<file path="src/logic/pwr_seq_map.svh">
`ifndef PWR_SEQ_MAP_SVH
`define PWR_SEQ_MAP_SVH

// ---------------------------------------------------------------
// Register offsets (byte addresses, one word each)
// ---------------------------------------------------------------
`define CMD_REG_OFF          8'h00
`define CHAN_CTRL_REG_OFF    8'h04
`define STATUS_REG_OFF       8'h08

// ---------------------------------------------------------------
// Command register bit positions
// ---------------------------------------------------------------
`define CMD_WAKE_BIT         0
`define CMD_STANDBY_BIT      1
`define CMD_RESET_BIT        2

// ---------------------------------------------------------------
// Status register field positions
// ---------------------------------------------------------------
`define STAT_MODE_LSB        0
`define STAT_MODE_MSB        1
`define STAT_LIMP_BIT        2
`define STAT_FRAME_ERR_BIT   3
`define STAT_SETTLE_BIT      4
`define STAT_DIAG_BIT        5
`define STAT_UV_BIT          6

// ---------------------------------------------------------------
// Reset values and channel routing
// ---------------------------------------------------------------
`define CHAN_CTRL_RESET      8'h00
`define CHAN_OFF             8'h00
`define LIMP_CH_A_IDX        3
`define LIMP_CH_B_IDX        4

// ---------------------------------------------------------------
// Timing
// ---------------------------------------------------------------
`define CLK_FREQ_MHZ         40
`define WAKE_SETTLE_US       200
`define WAKE_SETTLE_CYC      (`WAKE_SETTLE_US * `CLK_FREQ_MHZ)
`define SETTLE_CNT_W         14

`endif

</file>
<file path="src/logic/pwr_seq_pkg.sv">
`include "pwr_seq_map.svh"

package pwr_seq_pkg;

    // Gray sequence: sleep -> operation -> limp -> undervoltage
    typedef enum logic [1:0] {
        MODE_SLEEP = 2'b00,
        MODE_OPER  = 2'b01,
        MODE_LIMP  = 2'b11,
        MODE_UV    = 2'b10
    } mode_e;

    typedef logic [`SETTLE_CNT_W-1:0] settle_cnt_t;

    typedef struct packed {
        mode_e       mode;
        logic [7:0]  chan_ctrl;
        logic [7:0]  chan_out;
        logic        frame_error_flag;
        logic        ack;
        logic [31:0] rdata;
        logic        diag;
    } core_s;

    typedef struct packed {
        settle_cnt_t cnt;
        logic        busy;
    } settle_s;

endpackage

</file>
<file path="src/logic/settle_if.sv">
`timescale 1ns/1ps

interface settle_if;
    logic start;
    logic busy;

    modport ctrl  (output start, input  busy);
    modport timer (input  start, output busy);
endinterface

</file>
<file path="src/logic/wake_settle_timer.sv">
`timescale 1ns/1ps
`include "pwr_seq_map.svh"

module wake_settle_timer #(
    parameter int unsigned SETTLE_CYCLES = `WAKE_SETTLE_CYC
) (
    input  wire logic clk_i,          // System clock
    input  wire logic rst_i,          // Synchronous reset, high
    settle_if.timer   tmr             // Start and busy
);

    pwr_seq_pkg::settle_s st_reg;
    pwr_seq_pkg::settle_s st_next;

    localparam pwr_seq_pkg::settle_cnt_t LAST = pwr_seq_pkg::settle_cnt_t'(SETTLE_CYCLES - 1);

    // ---------------------------------------------------------------
    // Settle counter
    // ---------------------------------------------------------------
    always_comb begin
        st_next = st_reg;
        if (tmr.start) begin
            st_next.busy = 1'b1;
            st_next.cnt  = '0;
        end else if (st_reg.busy) begin
            if (st_reg.cnt == LAST) begin
                st_next.busy = 1'b0;
            end else begin
                st_next.cnt = st_reg.cnt + pwr_seq_pkg::settle_cnt_t'(1);
            end
        end
    end

    always_ff @(posedge clk_i) begin
        if (rst_i) begin
            st_reg <= '0;
        end else begin
            st_reg <= st_next;
        end
    end

    assign tmr.busy = st_reg.busy;

    // ---------------------------------------------------------------
    // Checks
    // ---------------------------------------------------------------
    property p_start_busy;
        @(posedge clk_i) disable iff (rst_i)
        tmr.start |=> st_reg.busy && st_reg.cnt == '0;
    endproperty
    a_start_busy: assert property (p_start_busy) else $error("timer not busy after start");

    property p_busy_ends;
        @(posedge clk_i) disable iff (rst_i)
        st_reg.busy && st_reg.cnt == LAST && !tmr.start |=> !st_reg.busy;
    endproperty
    a_busy_ends: assert property (p_busy_ends) else $error("timer overran");

endmodule

</file>
<file path="src/logic/relay_power_ctrl.sv">
// The implementer's own choices: the Wishbone slave port and the register addresses.
`timescale 1ns/1ps
`include "pwr_seq_map.svh"

// Functional notes
// - Power-up loads defaults, starts in sleep
// - Wake command moves sleep to operation
// - Standby command moves operation to sleep
// - Low battery supply raises undervoltage reset
// - Bus works whenever logic supply is good; writes are dropped while wake settling runs
// - Logic supply loss keeps outputs and configuration
// - Sleep clears banks; commands enter/leave only
// - High fallback input pin activates limp-home
// - Limp clears registers, routes inputs to 4/5
// - Fallback pin wakes device from standby
// - After limp-home, enter sleep (undervoltage if battery low)
// - Any reset: channels off, error flag, sleep
// - Reads during undervoltage show error flag
// - Undervoltage reset released when both supplies good
// - Reset command clears banks and diagnosis
// - Limp: reads answered, commands rejected
// - Diagnostics only at nominal battery, no limp
module relay_power_ctrl #(
    parameter int unsigned SETTLE_CYCLES = `WAKE_SETTLE_CYC
) (
    input  wire logic        clk_i,               // System clock, 40 MHz
    input  wire logic        rst_i,               // Synchronous reset, high
    input  wire logic        wb_cyc_i,            // Wishbone cycle
    input  wire logic        wb_stb_i,            // Wishbone strobe
    input  wire logic        wb_we_i,             // Wishbone write enable
    input  wire logic [7:0]  wb_adr_i,            // Wishbone byte address
    input  wire logic [3:0]  wb_sel_i,            // Wishbone byte selects
    input  wire logic [31:0] wb_dat_i,            // Wishbone write data
    output logic      [31:0] wb_dat_o,            // Wishbone read data
    output logic             wb_ack_o,            // Wishbone acknowledge
    input  wire logic        battery_ok_i,        // Battery supply above UV threshold
    input  wire logic        battery_nominal_i,   // Battery supply in nominal range
    input  wire logic        logic_ok_i,          // Logic supply above UV threshold
    input  wire logic        fallback_input_pin_i,// Limp-home request
    input  wire logic        in1_i,               // Direct input 1
    input  wire logic        in2_i,               // Direct input 2
    output logic      [7:0]  chan_o,              // Channel on states
    output logic      [1:0]  mode_o,              // Current power mode
    output logic             diag_en_o,           // Diagnostics enabled
    output logic             frame_error_flag_o   // Frame error flag
);

    pwr_seq_pkg::core_s r_reg;
    pwr_seq_pkg::core_s r_next;

    settle_if settle ();

    logic acc;
    logic wr;
    logic cmd_ok;

    // ---------------------------------------------------------------
    // Address decode
    // ---------------------------------------------------------------
    function automatic logic hit(input logic [7:0] adr, input logic [7:0] off);
        hit = (adr[7:2] == off[7:2]);
    endfunction

    assign acc    = wb_cyc_i && wb_stb_i && !r_reg.ack;
    assign wr     = acc && wb_we_i && wb_sel_i[0];
    // Frames are dropped while settling, in limp and without logic supply
    assign cmd_ok = logic_ok_i && !settle.busy;

    // ---------------------------------------------------------------
    // Status word
    // ---------------------------------------------------------------
    function automatic logic [31:0] status_word(input pwr_seq_pkg::core_s s, input logic busy);
        logic [31:0] w;
        w = 32'h0000_0000;
        w[`STAT_MODE_MSB:`STAT_MODE_LSB] = s.mode;
        w[`STAT_LIMP_BIT]      = (s.mode == pwr_seq_pkg::MODE_LIMP);
        w[`STAT_FRAME_ERR_BIT] = s.frame_error_flag;
        w[`STAT_SETTLE_BIT]    = busy;
        w[`STAT_DIAG_BIT]      = s.diag;
        w[`STAT_UV_BIT]        = (s.mode == pwr_seq_pkg::MODE_UV);
        return w;
    endfunction

    // ---------------------------------------------------------------
    // Mode sequencing and register bank
    // ---------------------------------------------------------------
    always_comb begin
        r_next       = r_reg;
        r_next.ack   = acc;
        settle.start = 1'b0;

        // Bus read data
        if (acc && !wb_we_i) begin
            if (hit(wb_adr_i, `CHAN_CTRL_REG_OFF)) begin
                r_next.rdata = {24'h00_0000, r_reg.chan_ctrl};
            end else if (hit(wb_adr_i, `STATUS_REG_OFF)) begin
                r_next.rdata = status_word(r_reg, settle.busy);
            end else begin
                r_next.rdata = 32'h0000_0000;
            end
        end else if (acc) begin
            r_next.rdata = 32'h0000_0000;
        end

        // Error flag clear by write-one, before any set below
        if (wr && cmd_ok && hit(wb_adr_i, `STATUS_REG_OFF) && wb_dat_i[`STAT_FRAME_ERR_BIT]
            && r_reg.mode != pwr_seq_pkg::MODE_LIMP && r_reg.mode != pwr_seq_pkg::MODE_UV) begin
            r_next.frame_error_flag = 1'b0;
        end

        case (r_reg.mode)
            pwr_seq_pkg::MODE_UV: begin
                r_next.chan_ctrl = `CHAN_CTRL_RESET;
                if (battery_ok_i && logic_ok_i) begin
                    r_next.mode = pwr_seq_pkg::MODE_SLEEP;
                end
            end
            pwr_seq_pkg::MODE_LIMP: begin
                r_next.chan_ctrl = `CHAN_CTRL_RESET;
                if (!battery_ok_i) begin
                    r_next.mode             = pwr_seq_pkg::MODE_UV;
                    r_next.frame_error_flag = 1'b1;
                end else if (!fallback_input_pin_i) begin
                    r_next.mode = pwr_seq_pkg::MODE_SLEEP;
                end
            end
            pwr_seq_pkg::MODE_SLEEP,
            pwr_seq_pkg::MODE_OPER: begin
                if (!battery_ok_i) begin
                    r_next.mode             = pwr_seq_pkg::MODE_UV;
                    r_next.chan_ctrl        = `CHAN_CTRL_RESET;
                    r_next.frame_error_flag = 1'b1;
                end else if (fallback_input_pin_i) begin
                    r_next.mode      = pwr_seq_pkg::MODE_LIMP;
                    r_next.chan_ctrl = `CHAN_CTRL_RESET;
                end else if (wr && cmd_ok && hit(wb_adr_i, `CMD_REG_OFF)) begin
                    if (wb_dat_i[`CMD_RESET_BIT]) begin
                        r_next.mode             = pwr_seq_pkg::MODE_SLEEP;
                        r_next.chan_ctrl        = `CHAN_CTRL_RESET;
                        r_next.frame_error_flag = 1'b1;
                    end else if (wb_dat_i[`CMD_WAKE_BIT] && r_reg.mode == pwr_seq_pkg::MODE_SLEEP) begin
                        r_next.mode  = pwr_seq_pkg::MODE_OPER;
                        settle.start = 1'b1;
                    end else if (wb_dat_i[`CMD_STANDBY_BIT] && r_reg.mode == pwr_seq_pkg::MODE_OPER) begin
                        r_next.mode      = pwr_seq_pkg::MODE_SLEEP;
                        r_next.chan_ctrl = `CHAN_CTRL_RESET;
                    end
                end else if (wr && cmd_ok && hit(wb_adr_i, `CHAN_CTRL_REG_OFF)
                             && r_reg.mode == pwr_seq_pkg::MODE_OPER) begin
                    r_next.chan_ctrl = wb_dat_i[7:0];
                end
            end
            default: begin
                r_next.mode      = pwr_seq_pkg::MODE_SLEEP;
                r_next.chan_ctrl = `CHAN_CTRL_RESET;
            end
        endcase

        // Channel drive follows the new mode; kept regardless of logic supply
        case (r_next.mode)
            pwr_seq_pkg::MODE_OPER: begin
                r_next.chan_out = r_next.chan_ctrl;
            end
            pwr_seq_pkg::MODE_LIMP: begin
                r_next.chan_out = `CHAN_OFF;
                r_next.chan_out[`LIMP_CH_A_IDX] = in1_i;
                r_next.chan_out[`LIMP_CH_B_IDX] = in2_i;
            end
            default: begin
                r_next.chan_out = `CHAN_OFF;
            end
        endcase

        r_next.diag = battery_nominal_i && (r_next.mode == pwr_seq_pkg::MODE_OPER);
    end

    always_ff @(posedge clk_i) begin
        if (rst_i) begin
            r_reg.mode             <= pwr_seq_pkg::MODE_SLEEP;
            r_reg.chan_ctrl        <= `CHAN_CTRL_RESET;
            r_reg.chan_out         <= `CHAN_OFF;
            r_reg.frame_error_flag <= 1'b1;
            r_reg.ack              <= 1'b0;
            r_reg.rdata            <= 32'h0000_0000;
            r_reg.diag             <= 1'b0;
        end else begin
            r_reg <= r_next;
        end
    end

    wake_settle_timer #(
        .SETTLE_CYCLES (SETTLE_CYCLES)
    ) u_settle (
        .clk_i (clk_i),
        .rst_i (rst_i),
        .tmr   (settle.timer)
    );

    // ---------------------------------------------------------------
    // Outputs
    // ---------------------------------------------------------------
    assign wb_dat_o           = r_reg.rdata;
    assign wb_ack_o           = r_reg.ack;
    assign chan_o             = r_reg.chan_out;
    assign mode_o             = r_reg.mode;
    assign diag_en_o          = r_reg.diag;
    assign frame_error_flag_o = r_reg.frame_error_flag;

    // ---------------------------------------------------------------
    // Checks
    // ---------------------------------------------------------------
    property p_reset_sleep;
        @(posedge clk_i)
        rst_i |=> r_reg.mode == pwr_seq_pkg::MODE_SLEEP && r_reg.frame_error_flag && chan_o == 8'h00;
    endproperty
    a_reset_sleep: assert property (p_reset_sleep) else $error("reset did not give sleep");

    property p_wake;
        @(posedge clk_i) disable iff (rst_i)
        wr && cmd_ok && hit(wb_adr_i, `CMD_REG_OFF) && wb_dat_i[1:0] == 2'h1 && !wb_dat_i[2]
        && r_reg.mode == pwr_seq_pkg::MODE_SLEEP && battery_ok_i && !fallback_input_pin_i
        |=> r_reg.mode == pwr_seq_pkg::MODE_OPER && settle.busy;
    endproperty
    a_wake: assert property (p_wake) else $error("wake command not taken");

    property p_standby;
        @(posedge clk_i) disable iff (rst_i)
        wr && cmd_ok && hit(wb_adr_i, `CMD_REG_OFF) && wb_dat_i[2:1] == 2'h1
        && r_reg.mode == pwr_seq_pkg::MODE_OPER && battery_ok_i && !fallback_input_pin_i
        |=> r_reg.mode == pwr_seq_pkg::MODE_SLEEP ##1 chan_o == 8'h00;
    endproperty
    a_standby: assert property (p_standby) else $error("standby command not taken");

    property p_uv_enter;
        @(posedge clk_i) disable iff (rst_i)
        !battery_ok_i |=> r_reg.mode == pwr_seq_pkg::MODE_UV && r_reg.frame_error_flag;
    endproperty
    a_uv_enter: assert property (p_uv_enter) else $error("undervoltage not entered");

    property p_uv_release;
        @(posedge clk_i) disable iff (rst_i)
        r_reg.mode == pwr_seq_pkg::MODE_UV && battery_ok_i && logic_ok_i
        |=> r_reg.mode == pwr_seq_pkg::MODE_SLEEP && r_reg.frame_error_flag;
    endproperty
    a_uv_release: assert property (p_uv_release) else $error("undervoltage release wrong");

    property p_uv_hold;
        @(posedge clk_i) disable iff (rst_i)
        r_reg.mode == pwr_seq_pkg::MODE_UV && !logic_ok_i |=> r_reg.mode == pwr_seq_pkg::MODE_UV;
    endproperty
    a_uv_hold: assert property (p_uv_hold) else $error("undervoltage released early");

    property p_limp_enter;
        @(posedge clk_i) disable iff (rst_i)
        battery_ok_i && fallback_input_pin_i && r_reg.mode != pwr_seq_pkg::MODE_UV
        |=> r_reg.mode == pwr_seq_pkg::MODE_LIMP && r_reg.chan_ctrl == 8'h00;
    endproperty
    a_limp_enter: assert property (p_limp_enter) else $error("limp-home not entered");

    property p_limp_route;
        @(posedge clk_i) disable iff (rst_i)
        r_reg.mode == pwr_seq_pkg::MODE_LIMP
        |-> chan_o == {3'h0, $past(in2_i), $past(in1_i), 3'h0};
    endproperty
    a_limp_route: assert property (p_limp_route) else $error("limp routing wrong");

    property p_limp_exit;
        @(posedge clk_i) disable iff (rst_i)
        r_reg.mode == pwr_seq_pkg::MODE_LIMP && battery_ok_i && !fallback_input_pin_i
        |=> r_reg.mode == pwr_seq_pkg::MODE_SLEEP;
    endproperty
    a_limp_exit: assert property (p_limp_exit) else $error("limp exit not to sleep");

    property p_limp_reject;
        @(posedge clk_i) disable iff (rst_i)
        r_reg.mode == pwr_seq_pkg::MODE_LIMP && fallback_input_pin_i && battery_ok_i
        |=> r_reg.mode == pwr_seq_pkg::MODE_LIMP && $stable(r_reg.chan_ctrl);
    endproperty
    a_limp_reject: assert property (p_limp_reject) else $error("command taken in limp");

    property p_reset_cmd;
        @(posedge clk_i) disable iff (rst_i)
        wr && cmd_ok && hit(wb_adr_i, `CMD_REG_OFF) && wb_dat_i[`CMD_RESET_BIT] && battery_ok_i
        && !fallback_input_pin_i && r_reg.mode != pwr_seq_pkg::MODE_LIMP && r_reg.mode != pwr_seq_pkg::MODE_UV
        |=> r_reg.mode == pwr_seq_pkg::MODE_SLEEP && r_reg.chan_ctrl == 8'h00 && r_reg.frame_error_flag
        ##1 chan_o == 8'h00;
    endproperty
    a_reset_cmd: assert property (p_reset_cmd) else $error("reset command not applied");

    property p_settle_block;
        @(posedge clk_i) disable iff (rst_i)
        wr && settle.busy && hit(wb_adr_i, `CHAN_CTRL_REG_OFF) && battery_ok_i && !fallback_input_pin_i
        |=> $stable(r_reg.chan_ctrl);
    endproperty
    a_settle_block: assert property (p_settle_block) else $error("frame taken while settling");

    property p_keep_no_logic;
        @(posedge clk_i) disable iff (rst_i)
        !logic_ok_i && battery_ok_i && !fallback_input_pin_i && r_reg.mode == pwr_seq_pkg::MODE_OPER
        |=> r_reg.mode == pwr_seq_pkg::MODE_OPER && $stable(r_reg.chan_ctrl);
    endproperty
    a_keep_no_logic: assert property (p_keep_no_logic) else $error("state lost without logic supply");

    property p_diag;
        @(posedge clk_i) disable iff (rst_i)
        diag_en_o |-> r_reg.mode == pwr_seq_pkg::MODE_OPER && $past(battery_nominal_i);
    endproperty
    a_diag: assert property (p_diag) else $error("diagnostics enabled wrongly");

    property p_ack_pulse;
        @(posedge clk_i) disable iff (rst_i)
        wb_ack_o |=> !wb_ack_o;
    endproperty
    a_ack_pulse: assert property (p_ack_pulse) else $error("ack longer than one cycle");

    property p_ack_answer;
        @(posedge clk_i) disable iff (rst_i)
        wb_cyc_i && wb_stb_i && !wb_ack_o |=> wb_ack_o;
    endproperty
    a_ack_answer: assert property (p_ack_answer) else $error("request not acknowledged");

    property p_oper_drive;
        @(posedge clk_i) disable iff (rst_i)
        r_reg.mode == pwr_seq_pkg::MODE_OPER |-> chan_o == r_reg.chan_ctrl;
    endproperty
    a_oper_drive: assert property (p_oper_drive) else $error("channels differ from control");

    property p_sleep_clear;
        @(posedge clk_i) disable iff (rst_i)
        r_reg.mode == pwr_seq_pkg::MODE_SLEEP || r_reg.mode == pwr_seq_pkg::MODE_UV
        |-> chan_o == 8'h00 && r_reg.chan_ctrl == 8'h00;
    endproperty
    a_sleep_clear: assert property (p_sleep_clear) else $error("banks not cleared in sleep");

    property p_no_diag;
        @(posedge clk_i) disable iff (rst_i)
        r_reg.mode != pwr_seq_pkg::MODE_OPER |-> !diag_en_o;
    endproperty
    a_no_diag: assert property (p_no_diag) else $error("diagnostics on outside operation");

    property p_uv_flag;
        @(posedge clk_i) disable iff (rst_i)
        r_reg.mode == pwr_seq_pkg::MODE_UV |-> frame_error_flag_o;
    endproperty
    a_uv_flag: assert property (p_uv_flag) else $error("error flag clear in undervoltage");

endmodule

</file>
<file path="config.mk">
export PLATFORM = sky130hd
export DESIGN_NAME = relay_power_ctrl
export DESIGN_NICKNAME = d
export VERILOG_FILES = /design/src/logic/pwr_seq_pkg.sv /design/src/logic/settle_if.sv /design/src/logic/wake_settle_timer.sv /design/src/logic/relay_power_ctrl.sv
export VERILOG_INCLUDE_DIRS = /design/src /design/src/logic
export SDC_FILE = /design/constraint.sdc
export NUM_CORES = 1
export LEC_CHECK = 0
export ABC_AREA = 1
export BUFFER_PORTS_ARGS = -buffer_cell sky130_fd_sc_hd__buf_2
export CAP_MARGIN = 10
export CELL_PAD_IN_SITES_DETAIL_PLACEMENT = 1
export CELL_PAD_IN_SITES_GLOBAL_PLACEMENT = 2
export CORE_ASPECT_RATIO = 0.6
export CORE_MARGIN = 4
export CORE_UTILIZATION = 23
export CTS_CLUSTER_DIAMETER = 40
export DETAILED_ROUTE_END_ITERATION = 8
export PLACE_DENSITY_LB_ADDON = 0.1
export SYNTH_ARGS = -nofsm -noshare
export SYNTH_HDL_FRONTEND = slang
export SYNTH_SLANG_ARGS = --single-unit
</file>
<file path="constraint.sdc">
create_clock -name clk_i -period 1.32 [get_ports clk_i]
set_input_delay 0.132 -clock clk_i [delete_from_list [all_inputs] [get_ports clk_i]]
set_output_delay 0.132 -clock clk_i [all_outputs]
set_load 0.01 [all_outputs]
</file>
After elaboration in Yosys (flattened, before gate mapping) --
Index checks and enable logic that the tools add are counted.
Storage, ports and cells: output and inout port bits 45, register bits 68
Cells by class: reductions and logical operators 27, add/subtract/negate cells 1, multiplexer cells 34, eq/ne operators 10, bitwise operators 1
Operators with widths (count):
- $mux 32 | 2
- $mux 10 | 4
- $mux 8 | 4
- $pmux 10 s3 | 1
- $logic_and 1x1->1 | 18
- $pmux 8 s2 | 1
- $mux 1 | 15
- $add 14x1->14 const B | 1
- $eq 14x13->1 const B | 1
- $mux 2 | 5
- $mux 7 | 1
- $eq 2x2->1 const B | 3
- $eq 6x1->1 const B | 1
- $eq 6x2->1 const B | 1
- $logic_not 6->1 | 1
- $eq 2x1->1 const B | 2
- $ne 2x2->1 const B | 2
- $reduce_or 2->1 | 2
- $logic_not 1->1 | 3
- $logic_not 2->1 | 1
- $pmux 1 s2 | 1
- $reduce_and 2->1 | 1
- $reduce_bool 2->1 | 1
- $not 1->1 | 1

Depth between registers and ports, before layout --
Gate-level depths: netlist (run 1).
depth in word-level cells 15, depth in mapped cells 11

Hierarchy --
A second synthesis (run 1) with hierarchy kept.
Unflattened totals: cells, all modules 371, area total of the unflattened synthesis 2477.4 µm²
By module, submodules not included:
- relay_power_ctrl | times used 1, area an instance 1665.3 µm², cells each 242, seq. area each 580.6 µm²
- wake_settle_timer | times used 1, area an instance 812.0 µm², cells each 129, seq. area each 300.3 µm²

Least setup slack after synthesis (run 1) --
Ideal clock, no wire load.
path type reg2reg, start point register u_settle.st_reg[1] in the netlist's numbering, end point register u_settle.st_reg[13] in the netlist's numbering, slack -0.061 ns, path buffers 0, data arrival time 1.265 ns, cell stages (with the launch flop) 8, cells stage by stage dfxtp_1 -> ha_1 -> inv_1 -> nor3_1 -> nand3_1 -> xor2_1 -> nand2_1 -> a21oi_1
Between the ends: word-level cells in the longest chain between the ends 3, elaborated cells between the ends (all ways) 4, those cells by class 1 x add/sub; 1 x eq/ne; 1 x bitwise; 1 x reduce/logical
Ends and longest elaborated chain:
- from (decl) | line wake_settle_timer.sv:12 | pwr_seq_pkg::settle_s st_reg;
- from (signal assigned) | line wake_settle_timer.sv:38 | st_reg <= st_next;
- branches (longest 3 deep; another with $add 14x1->14)
Parallel ways; which one is timed is not known. A chain may end at the register's enable or synchronous reset.

Worst setup path after layout (run 1) --
start point register r_reg, in the netlist wb_ack_o, end point register r_reg, in the netlist chan_o[0]
Between the ends: word-level cells in the longest chain between the ends 13, elaborated cells between the ends (all ways) 17, those cells by class 2 x eq/ne; 7 x mux; 8 x reduce/logical
Ends and longest elaborated chain:
- from (decl) | line relay_power_ctrl.sv:48 | pwr_seq_pkg::core_s r_reg;
- from (signal assigned) | line relay_power_ctrl.sv:187 | r_reg <= r_next;
- $logic_not 1->1 (*) | line relay_power_ctrl.sv:64 | assign acc = wb_cyc_i && wb_stb_i && !r_reg.ack;
- $logic_and 1x1->1 (*) | line relay_power_ctrl.sv:64
- $logic_and 1x1->1 (*) (2 in a row) | line relay_power_ctrl.sv:65 | assign wr = acc && wb_we_i && wb_sel_i[0];
- $logic_and 1x1->1 (*) | line relay_power_ctrl.sv:136, relay_power_ctrl.sv:148
- $logic_and 1x1->1 (2 in a row) | line relay_power_ctrl.sv:148 | end else if (wr && cmd_ok && hit(wb_adr_i, `CHAN_CTRL_REG_OFF)
- $mux 8 | line relay_power_ctrl.sv:148
- $mux 8 | line relay_power_ctrl.sv:136 | end else if (wr && cmd_ok && hit(wb_adr_i, `CMD_REG_OFF)) begin
- $mux 10 (*) | line relay_power_ctrl.sv:133 | end else if (fallback_input_pin_i) begin
- $mux 10 (*) | line relay_power_ctrl.sv:129 | if (!battery_ok_i) begin
- $pmux 10 s3 (*) | line relay_power_ctrl.sv:111 | case (r_reg.mode)
- $pmux 8 s2 (*) | line relay_power_ctrl.sv:160 | case (r_next.mode)
Every way passes the cells marked *; elsewhere a longest branch is shown, timed or not.

==> results of run 1 <==
==> synthesized netlist by cell type (all sizes together) <==
| cell | n |
|---|---|
| nand2 | 71 |
| buf | 48 |
| dfxtp | 44 |
| inv | 35 |
| nor2 | 34 |
| a21oi | 23 |
| nand3 | 22 |
| o21ai | 12 |
| nor3 | 11 |
| o211ai | 7 |
| xor2 | 5 |
| mux2i | 4 |
| xnor2 | 4 |
| nand4 | 3 |
| clkbuf | 2 |
| a211oi | 1 |
| a32oi | 1 |
| clkinv | 1 |
| conb | 1 |
| ha | 1 |
| nand3b | 1 |
| nor3b | 1 |
| nor4 | 1 |
| o21bai | 1 |
| o31ai | 1 |
| o41ai | 1 |
==> worst max-delay path by stage <==
stage | start | end | cells after the start
after floorplan | u_settle.st_reg[6]$_SDFFE_PP0P_ | u_settle.st_reg[14]$_SDFFE_PP0P_ | 10
after global placement | mode_o[1]$_SDFF_PP0_ | chan_o[0]$_SDFF_PP0_ | 9
after detailed placement | mode_o[1]$_SDFF_PP0_ | chan_o[7]$_SDFF_PP0_ | 9
after CTS | wb_ack_o$_SDFF_PP0_ | u_settle.st_reg[2]$_SDFFE_PP0P_ | 8
after global routing | wb_ack_o$_SDFF_PP0_ | u_settle.st_reg[7]$_SDFFE_PP0P_ | 8
final | wb_ack_o$_SDFF_PP0_ | chan_o[0]$_SDFF_PP0_ | 6
==> stage by stage <==
stage | setup TNS, ns | power [mW] | util [%] | cell area (sq um)
after floorplan | 0 | 1.55 | - | 2540
after global placement | -5.69 | 1.63 | 29.8 | 3010
after detailed placement | -6.36 | 1.63 | 29.8 | 3010
after CTS | -6.94 | 3.17 | 32.3 | 3260
after global routing | -10.84 | 3.30 | 34.5 | 3480
final | -6.62 | 3.16 | 34.5 | 3480
==> logic make-up (layout without fill, tap and decap cells) <==
family          after synthesis  after routing
simple gates                144            144
buf+inv                      86            152
compound gates               47             47
flops                        44             44
xor+xnor                      9              9
mux                           4              4
fa+ha+maj                     1              1
other cells                   1             24
==> layout by cell type, fill, tap and decap left out, drive strengths merged, types with 3 or more instances in the layout <==
cell	instances
clkbuf	6
o211ai	7
buf	108
dfxtp	44
o21ai	12
nand3	22
mux2i	4
xnor2	4
xor2	5
nor2	34
inv	36
conb	24
nor3	11
nand4	3
nand2	71
a21oi	23
==> cell type report <==
cell class                      instances  share of cell area, %
Sequential cell                        44                   25.4
Tap cell                              135                   4.85
Clock inverter                          2                   1.11
Inverter                               36                   4.03
Clock buffer                            6                   3.99
Multi-Input combinational cell        229                   39.0
Timing Repair Buffer                  108                   21.5
==> routing by layer <==
layer / part of all wire (%) / wire length, microns / GRT usage [%] / up-vias
li1: - / - / - / 1195
met1: 61 / 5020 / 22.8 / 1097
met2: 33 / 2750 / 15.8 / 60
met3: 5.2 / 430 / 3.71 / 5
met4: 0.68 / 56 / 3.17 / 0
met5: 0 / 0 / 0 / -
==> critical path: stages (launching register included) <==
cell	delay, ns
dfxtp_2	0.34
nand3b_1	0.27
nor2_4	0.22
nand3_4	0.12
buf_6	0.16
mux2i_2	0.22
nor3_1	0.08
==> power groups by stage <==
stage	clock, mW	sequential (mW)	combinational (mW)
after global routing	1.62	1.34	0.338
final	1.51	1.35	0.305
after CTS	1.56	1.34	0.270
after detailed placement	0	1.37	0.258
after global placement	0	1.37	0.258
after floorplan	0	1.37	0.181
==> what timing repair did <==
item	CTS	global route
pin swaps	6	8
setup endpoints to repair	41	41
resized for setup	18	49
hold buffers	0	0
setup buffers	1	3
==> flow_summary.json, run 1 <==
{
  "outcome": "complete, but fails checks",
  "failing_checks": "negative setup slack",
  "nNetsFinal": 480,
  "hold_start": "battery_nominal_i",
  "drt-initial-drc-count": 77,
  "fin_crit_sh_pct": 115,
  "post_synthesis_compound_gate_area_fraction_pct": 11.0,
  "design.core.area_sq_um": 10100,
  "timing.critical_path.to_type": "register",
  "muxShareOfSynthArea_pct": 1.64,
  "die-height_microns": 87.8,
  "min_delay_worst_endpoint": "diag_en_o$_SDFF_PP0_",
  "power_density_nw_per_um2": 907,
  "sequential_cell_area_fraction_in_the_yosys_report_pct": 36.1,
  "min_period_ns": 1.52,
  "holdCritPathClass": "in2reg",
  "largest_reg_flops": 14,
  "instances_no_fill": 560,
  "ios": 100,
  "pre_cts_slack_ns": -0.270,
  "post-synth-top-area-fraction_pct": 36.1,
  "portion_of_total_power_attributed_to_combinational_logic_pct": 9.7,
  "yosys.area_share.simple_pct": 26.4,
  "timing.setup.critical_path_class": "reg2reg",
  "ff_latch_area_sq_um": 886,
  "nFillCells": 1249,
  "globalRouteOverflowTotal": 0,
  "clock-root-buffer": "clkbuf_16",
  "post_synth_num_cell_types": 37,
  "grt_start_max_net_pins": 16,
  "hold_viol": 0,
  "combinational_family_with_the_most_area_after_synthesis": "simple AND/OR/NAND/NOR gates",
  "multiInputGateArea_sq_um": 1360,
  "grt_pass1_vias": 2290,
  "final.hold.worst_slack_ns": 0.109,
  "p_int_mw": 2.40,
  "total_of_buffers_placed_on_input_and_output_ports": 46,
  "power.switching_fraction_pct": 23.9,
  "rsz0062_at_grt": "yes",
  "net-switching-power_mw": 0.756,
  "synth_warn": 0,
  "synth-seq-cells": 44,
  "cts-buffers-inserted": 5,
  "power.clock.fraction_pct": 47.7,
  "globalplace.congestion": 0.781,
  "post_synth_fa_ha_maj_area_fraction_pct": 0.513,
  "startpoint_type": "register",
  "syn-instance-count": 336,
  "clkSlewWorstSetupHoldPaths_ns": 0.06,
  "p_seq_share_pct": 42.6,
  "r2r.worst_path.cells": 6,
  "worstPathMaxFanout": 4,
  "synthesis.area_per_instance_sq_um": 7.26,
  "synth_largest_area_cell": "dfxtp_1",
  "rr_startpoint": "wb_ack_o$_SDFF_PP0_",
  "initial_antenna_violation_count": 0,
  "clock_tree_from_tritoncts": "built",
  "worst-endpoint-required_ns": 1.50,
  "dieWidth_microns": 141,
  "routed_wirelength_mm": 8.25,
  "floorplan.initialDensity_pct": 24.2,
  "dp_cells": 548,
  "globalRouteTotalUtil_pct": 13.6,
  "vdd.ir_drop.worst_uv": 473,
  "synth.area.top_cells": "dfxtp_1 (36%), buf_4 (14%), nand2_1 (11%), nor2_1 (4.9%), inv_1 (4.8%)",
  "rows": 28,
  "reg2reg_setup_slack_ns": -0.20,
  "post_dr_wirelength_cell_microns": 14.7,
  "grt_pass1_wl_mm": 12.8,
  "drt.antenna.violating_nets": 0,
  "slew_viol_final": 0,
  "h-tree-depth": 2,
  "cts_sinks": 44,
  "antenna_cells": 0,
  "worstHoldPathCells": 2,
  "final_critical_path_setup_slack_ns": -0.200,
  "drive_gt1_share_pct": 41.4,
  "post_synth_design_cell_area_sq_um": 2440,
  "drt-vias-per-instance": 4.21,
  "max_cap_viol": 0,
  "fmax_ghz": 0.658,
  "critical_path_arrival_ns": 1.70,
  "clock_insertion_delay_worst_skew_ns": 0.29,
  "finalSetupViolCount": 41,
  "p_leak_nw": 1.52,
  "fin_worst_skew_ns": 0.00300,
  "drcViolationCount": 0,
  "routed_via_count": 2357,
  "crit-reg2reg-capture": "chan_o[0]$_SDFF_PP0_",
  "place.detailed.hpwl_mm": 6.67,
  "detailedRoute.firstPassIterationCount": 4,
  "areaGrowthSynthToFinish_pct": 42.7,
  "area_enclosed_by_the_die_boundary_sq_um": 12400,
  "ctsLongestPathBuffers": 2,
  "synth_xor_area_share_pct": 3.23
}
Note: power is estimated with default switching activity, not from simulation.
==> run 2, diff against run 1 <==
--- a/config.mk
+++ b/config.mk
@@ -17,6 +17,7 @@
 export CTS_CLUSTER_DIAMETER = 40
 export DETAILED_ROUTE_END_ITERATION = 8
 export PLACE_DENSITY_LB_ADDON = 0.1
+export RECOVER_POWER = 50
 export SYNTH_ARGS = -nofsm -noshare
 export SYNTH_HDL_FRONTEND = slang
 export SYNTH_SLANG_ARGS = --single-unit
==> flow_summary.json, run 2 (synthesis gave the netlist of run 1 again) <==
{
  "post-route-cell-area_sq_um": 3470,
  "p_int_mw": 2.40,
  "drive_gt1_share_pct": 38.6,
  "final_critical_path_setup_slack_ns": -0.199,
  "rows": 28,
  "power_density_nw_per_um2": 911,
  "design.core.area_sq_um": 10100,
  "hold_start": "battery_nominal_i",
  "initial_antenna_violation_count": 0,
  "clock_tree_from_tritoncts": "built",
  "floorplan.initialDensity_pct": 24.2,
  "max_cap_viol": 0,
  "grt_pass1_vias": 2290,
  "rr_startpoint": "wb_ack_o$_SDFF_PP0_",
  "post_dr_wirelength_cell_microns": 14.7,
  "critical_path_arrival_ns": 1.70,
  "ctsLongestPathBuffers": 2,
  "clock-root-buffer": "clkbuf_16",
  "cts_sinks": 44,
  "gr-max-usage-layer": "met1",
  "antenna_cells": 0,
  "layout.cells.most_common": "nand2_1",
  "power.clock.fraction_pct": 47.8,
  "post_dp_cell_area_sq_um": 3010,
  "clock_insertion_delay_worst_skew_ns": 0.29,
  "globalplace.congestion": 0.781,
  "timing.critical_path.to_type": "register",
  "globalRouteOverflowTotal": 0,
  "die-height_microns": 87.8,
  "worst-endpoint-required_ns": 1.50,
  "grt_met3_usage_pct": 3.71,
  "detailedRoute.firstPassIterationCount": 4,
  "nNetsFinal": 480,
  "drcViolationCount": 0,
  "total_of_buffers_placed_on_input_and_output_ports": 46,
  "clkSlewWorstSetupHoldPaths_ns": 0.06,
  "slew_viol_final": 0,
  "holdCritPathClass": "in2reg",
  "crit-reg2reg-capture": "chan_o[0]$_SDFF_PP0_",
  "finalSetupViolCount": 41,
  "ios": 100,
  "grt_use_met2_pct": 15.8,
  "vdd.ir_drop.worst_uv": 473,
  "r2r.worst_path.cells": 6,
  "failing_checks": "negative setup slack",
  "fin_worst_skew_ns": 0.00305,
  "fin_crit_sh_pct": 115,
  "area_enclosed_by_the_die_boundary_sq_um": 12400,
  "place.detailed.hpwl_mm": 6.67,
  "routed_wirelength_mm": 8.26,
  "portion_of_total_power_attributed_to_combinational_logic_pct": 9.7,
  "outcome": "complete, but fails checks",
  "areaGrowthSynthToFinish_pct": 42.1,
  "met1_usage_pct": 22.8,
  "reg2reg_setup_slack_ns": -0.20,
  "power.switching_fraction_pct": 24.0,
  "drt-initial-drc-count": 75,
  "routed_via_count": 2355,
  "cts_hold_buffers": 0,
  "largest_reg_flops": 14,
  "dieWidth_microns": 141,
  "drt-vias-per-instance": 4.21,
  "cts-buffers-inserted": 5,
  "timing.setup.critical_path_class": "reg2reg",
  "p_seq_share_pct": 42.6,
  "mostFrequentLayoutCells": "nand2_1 (63), buf_4 (52), dfxtp_1 (40), buf_2 (34), inv_1 (29)",
  "hold_viol": 0,
  "power_mw": 3.16,
  "net-switching-power_mw": 0.757,
  "startpoint_type": "register",
  "fmax_ghz": 0.658,
  "p_leak_nw": 1.47,
  "worstPathMaxFanout": 4,
  "drt.antenna.violating_nets": 0,
  "globalRouteTotalUtil_pct": 13.6,
  "worstHoldPathCells": 2,
  "min_delay_worst_endpoint": "diag_en_o$_SDFF_PP0_",
  "min_period_ns": 1.52,
  "rsz0062_at_grt": "yes",
  "grt_start_max_net_pins": 16,
  "grt_pass1_wl_mm": 12.8,
  "h-tree-depth": 2
}
## run 2: changes by cell type in the layout (fill, tap and decap cells not counted), sizes merged
cell / delta
buf: -12
clkbuf: +12
## run 2: layout make-up
class                      instances  area (sq um)
inverter                          36           140
clock inverter                     2          38.8
tap                              135           169
clock buffer                       6           139
timing repair buffer             108           734
sequential                        44           886
fill                            1254          6620
multi-input combinational        229          1360
## run 2: power by group through the flow
stage	registers (mW)	clock network (mW)	logic (mW)
after floorplan	1.37	0	0.181
after global placement	1.37	0	0.258
after detailed placement	1.37	0	0.258
after CTS	1.34	1.56	0.270
after global routing	1.34	1.62	0.338
final	1.35	1.51	0.305
## run 2: what timing repair did
action	in CTS	in global routing
endpoints found under the setup margin	41	41
gates resized for setup	18	49
setup buffers	1	3
pin swaps	6	8
## run 2: layer usage
layer | routed length (microns) | vias to the layer above | share of wire [%]
met5 | 0 | - | 0
met4 | 56 | 0 | 0.68
met3 | 417 | 5 | 5.1
met2 | 2750 | 60 | 33
met1 | 5030 | 1096 | 61
li1 | - | 1194 | -
## run 2: critical path: stages (launching register included)
cell	delay, ns
dfxtp_2	0.34
nand3b_1	0.27
nor2_4	0.22
nand3_4	0.12
buf_6	0.16
mux2i_2	0.22
nor3_1	0.08
## run 2: metrics by stage
step | setup WS [ns] | hold WS (ns) | setup TNS, ns | util (%) | std cells
2_1_floorplan | 0.00781 | 0.295 | 0 | - | 359
3_3_place_gp | -0.273 | 0.403 | -5.69 | 29.8 | 548
3_5_place_dp | -0.270 | 0.409 | -6.36 | 29.8 | 548
4_1_cts | -0.220 | 0.0960 | -6.94 | 32.3 | 557
5_1_grt | -0.313 | 0.0930 | -10.84 | 34.4 | 560
6_report | -0.199 | 0.109 | -6.63 | 34.4 | 560
## run 2: how the worst max path moves through the flow
stage	slack (ns)	cells past startpoint	from	end
final	-0.20	6	wb_ack_o$_SDFF_PP0_	chan_o[0]$_SDFF_PP0_
after global routing	-0.31	8	wb_ack_o$_SDFF_PP0_	u_settle.st_reg[7]$_SDFFE_PP0P_
after CTS	-0.22	8	wb_ack_o$_SDFF_PP0_	u_settle.st_reg[2]$_SDFFE_PP0P_
after detailed placement	-0.27	9	mode_o[1]$_SDFF_PP0_	chan_o[7]$_SDFF_PP0_
after global placement	-0.27	9	mode_o[1]$_SDFF_PP0_	chan_o[0]$_SDFF_PP0_
after floorplan	0.008	10	u_settle.st_reg[6]$_SDFFE_PP0P_	u_settle.st_reg[14]$_SDFFE_PP0P_
==> run 3, diff against run 2 <==
--- a/config.mk
+++ b/config.mk
@@ -16,6 +16,7 @@
 export CORE_UTILIZATION = 23
 export CTS_CLUSTER_DIAMETER = 40
 export DETAILED_ROUTE_END_ITERATION = 8
+export GPL_TIMING_DRIVEN = 0
 export PLACE_DENSITY_LB_ADDON = 0.1
 export RECOVER_POWER = 50
 export SYNTH_ARGS = -nofsm -noshare
==> flow_summary.json, run 3 (synthesis gave the netlist of run 1 again) <==
{
  "outcome": "complete, but fails checks",
  "failing_checks": "negative setup slack",
  "clock-root-buffer": "clkbuf_16",
  "p_leak_nw": 1.46,
  "crit-reg2reg-capture": "u_settle.st_reg[3]$_SDFFE_PP0P_",
  "nNetsFinal": 480,
  "rsz0062_at_grt": "yes",
  "worstPathMaxFanout": 5,
  "power.clock.fraction_pct": 46.1,
  "power_density_nw_per_um2": 911,
  "fmax_ghz": 0.654,
  "cts_sinks": 44,
  "reg2reg_setup_slack_ns": -0.21,
  "cts_hold_buffers": 0,
  "antenna_cells": 0,
  "finalSetupViolCount": 36,
  "design.core.area_sq_um": 10100,
  "globalRouteTotalUtil_pct": 12.7,
  "grt_pass1_wl_mm": 12.0,
  "instances_no_fill": 560,
  "crit_path_to": "u_settle.st_reg[3]$_SDFFE_PP0P_",
  "rr_startpoint": "wb_ack_o$_SDFF_PP0_",
  "max_cap_viol": 0,
  "worstHoldPathCells": 2,
  "dieWidth_microns": 141,
  "timing.setup.critical_path_class": "reg2reg",
  "drt-vias-per-instance": 4.12,
  "clock_insertion_delay_worst_skew_ns": 0.29,
  "routed_wirelength_mm": 7.86,
  "grt_start_max_net_pins": 14,
  "detailedRoute.firstPassIterationCount": 4,
  "drt.antenna.violating_nets": 0,
  "areaGrowthSynthToFinish_pct": 40.0,
  "vdd.ir_drop.worst_uv": 472,
  "tightest_pin_transition_ns": 0.620,
  "dp_cells": 539,
  "clkSlewWorstSetupHoldPaths_ns": 0.06,
  "timing.critical_path.to_type": "register",
  "worstSetupStartpoint": "wb_ack_o$_SDFF_PP0_",
  "net-switching-power_mw": 0.744,
  "globalplace.congestion": 0.821,
  "critical_path_arrival_ns": 1.70,
  "ff_latch_area_sq_um": 892,
  "p_seq_share_pct": 43.4,
  "clock_tree_from_tritoncts": "built",
  "initial_antenna_violation_count": 0,
  "slew_headroom_pct": 58.7,
  "power_mw": 3.11,
  "p_int_mw": 2.37,
  "startpoint_type": "register",
  "hold_viol": 0,
  "ios": 100,
  "slew_viol_final": 0,
  "power.switching_fraction_pct": 23.9,
  "routed_via_count": 2306,
  "nFillCells": 1286,
  "ctsLongestPathBuffers": 2,
  "area_enclosed_by_the_die_boundary_sq_um": 12400,
  "drive_gt1_share_pct": 37.9,
  "total_of_buffers_placed_on_input_and_output_ports": 45,
  "die-height_microns": 87.8,
  "post_dr_wirelength_cell_microns": 14.0,
  "fin_worst_skew_ns": 0.00194,
  "fin_crit_sh_pct": 116,
  "place.detailed.hpwl_mm": 6.07,
  "cts-buffers-inserted": 5,
  "rows": 28,
  "drt-initial-drc-count": 77,
  "min_period_ns": 1.53,
  "layout.cells.most_common": "nand2_1",
  "multiInputGateArea_sq_um": 1330,
  "r2r.worst_path.cells": 8,
  "largest_reg_flops": 14,
  "holdCritPathClass": "in2reg",
  "grt_pass1_vias": 2178,
  "drcViolationCount": 0,
  "worst-endpoint-required_ns": 1.49,
  "globalRouteOverflowTotal": 0,
  "floorplan.initialDensity_pct": 24.2,
  "mostFrequentLayoutCells": "nand2_1 (60), buf_4 (50), buf_2 (35), dfxtp_1 (35), inv_1 (29)",
  "portion_of_total_power_attributed_to_combinational_logic_pct": 10.5,
  "h-tree-depth": 2,
  "final_critical_path_setup_slack_ns": -0.208
}
==> run 3: worst min-delay path by stage <==
stage,start,endpoint,slack (ns)
6_report,battery_nominal_i,diag_en_o$_SDFF_PP0_,0.1
5_1_grt,battery_nominal_i,diag_en_o$_SDFF_PP0_,0.10
4_1_cts,battery_nominal_i,diag_en_o$_SDFF_PP0_,0.09
3_5_place_dp,battery_nominal_i,diag_en_o$_SDFF_PP0_,0.40
3_3_place_gp,wb_dat_i[5],r_reg[48]$_SDFF_PP0_,0.39
2_1_floorplan,wb_dat_i[0],r_reg[43]$_SDFF_PP0_,0.29
==> run 3: area by class of cell <==
class / instances / area share [%]
timing repair buffer: 58 / 9.82
multi-input combinational: 229 / 38.9
inverter: 36 / 4.25
sequential: 44 / 26.1
clock buffer: 6 / 3.78
tap: 135 / 4.95
clock inverter: 2 / 1.03
buffer: 50 / 11.2
==> run 3: what timing repair did <==
item                                    4_1_cts  5_1_grt
endpoints found under the setup margin       41       42
cloned                                        2        0
gates resized for setup                      35       28
buffers inserted                             10        1
pin swaps                                     7        6
==> run 3: power groups by stage <==
stage	clock [mW]	combinational (mW)	sequential, mW
2_1_floorplan	0	0.181	1.37
3_3_place_gp	0	0.270	1.37
3_5_place_dp	0	0.271	1.37
4_1_cts	1.49	0.309	1.34
5_1_grt	1.54	0.359	1.35
6_report	1.43	0.327	1.35
==> run 3: routing by layer <==
metal	vias to the layer above	part of all wire (%)	routed length, microns	track usage [%]
met5	-	0	0	0
met1	1043	58	4590	21.2
met4	0	0.89	70	2.99
li1	1193	-	-	-
met3	7	6.5	511	3.49
met2	63	34	2690	15.1
==> run 3: worst max-delay path, cell delays in order, from the launching register on <==
cell and delay [ns]:
dfxtp_2 0.33, nand3b_1 0.23, nor2_4 0.22, nand2_2 0.09
nor2_1 0.10, nand3_1 0.11, nand2_2 0.16, buf_6 0.14
a21oi_1 0.04
==> run 3: stage by stage <==
step	util (%)	setup TNS (ns)	worst slack (ns)	cell area, sq um	hold WS (ns)
finish	33.8	-5.07	-0.208	3410	0.0992
global route	33.8	-9.25	-0.320	3410	0.105
CTS	32.8	-5.72	-0.217	3310	0.0915
detailed placement	29.0	-10.84	-0.353	2930	0.404
global placement	29.0	-10.18	-0.323	2930	0.392
floorplan	-	0	0.00781	2540	0.295
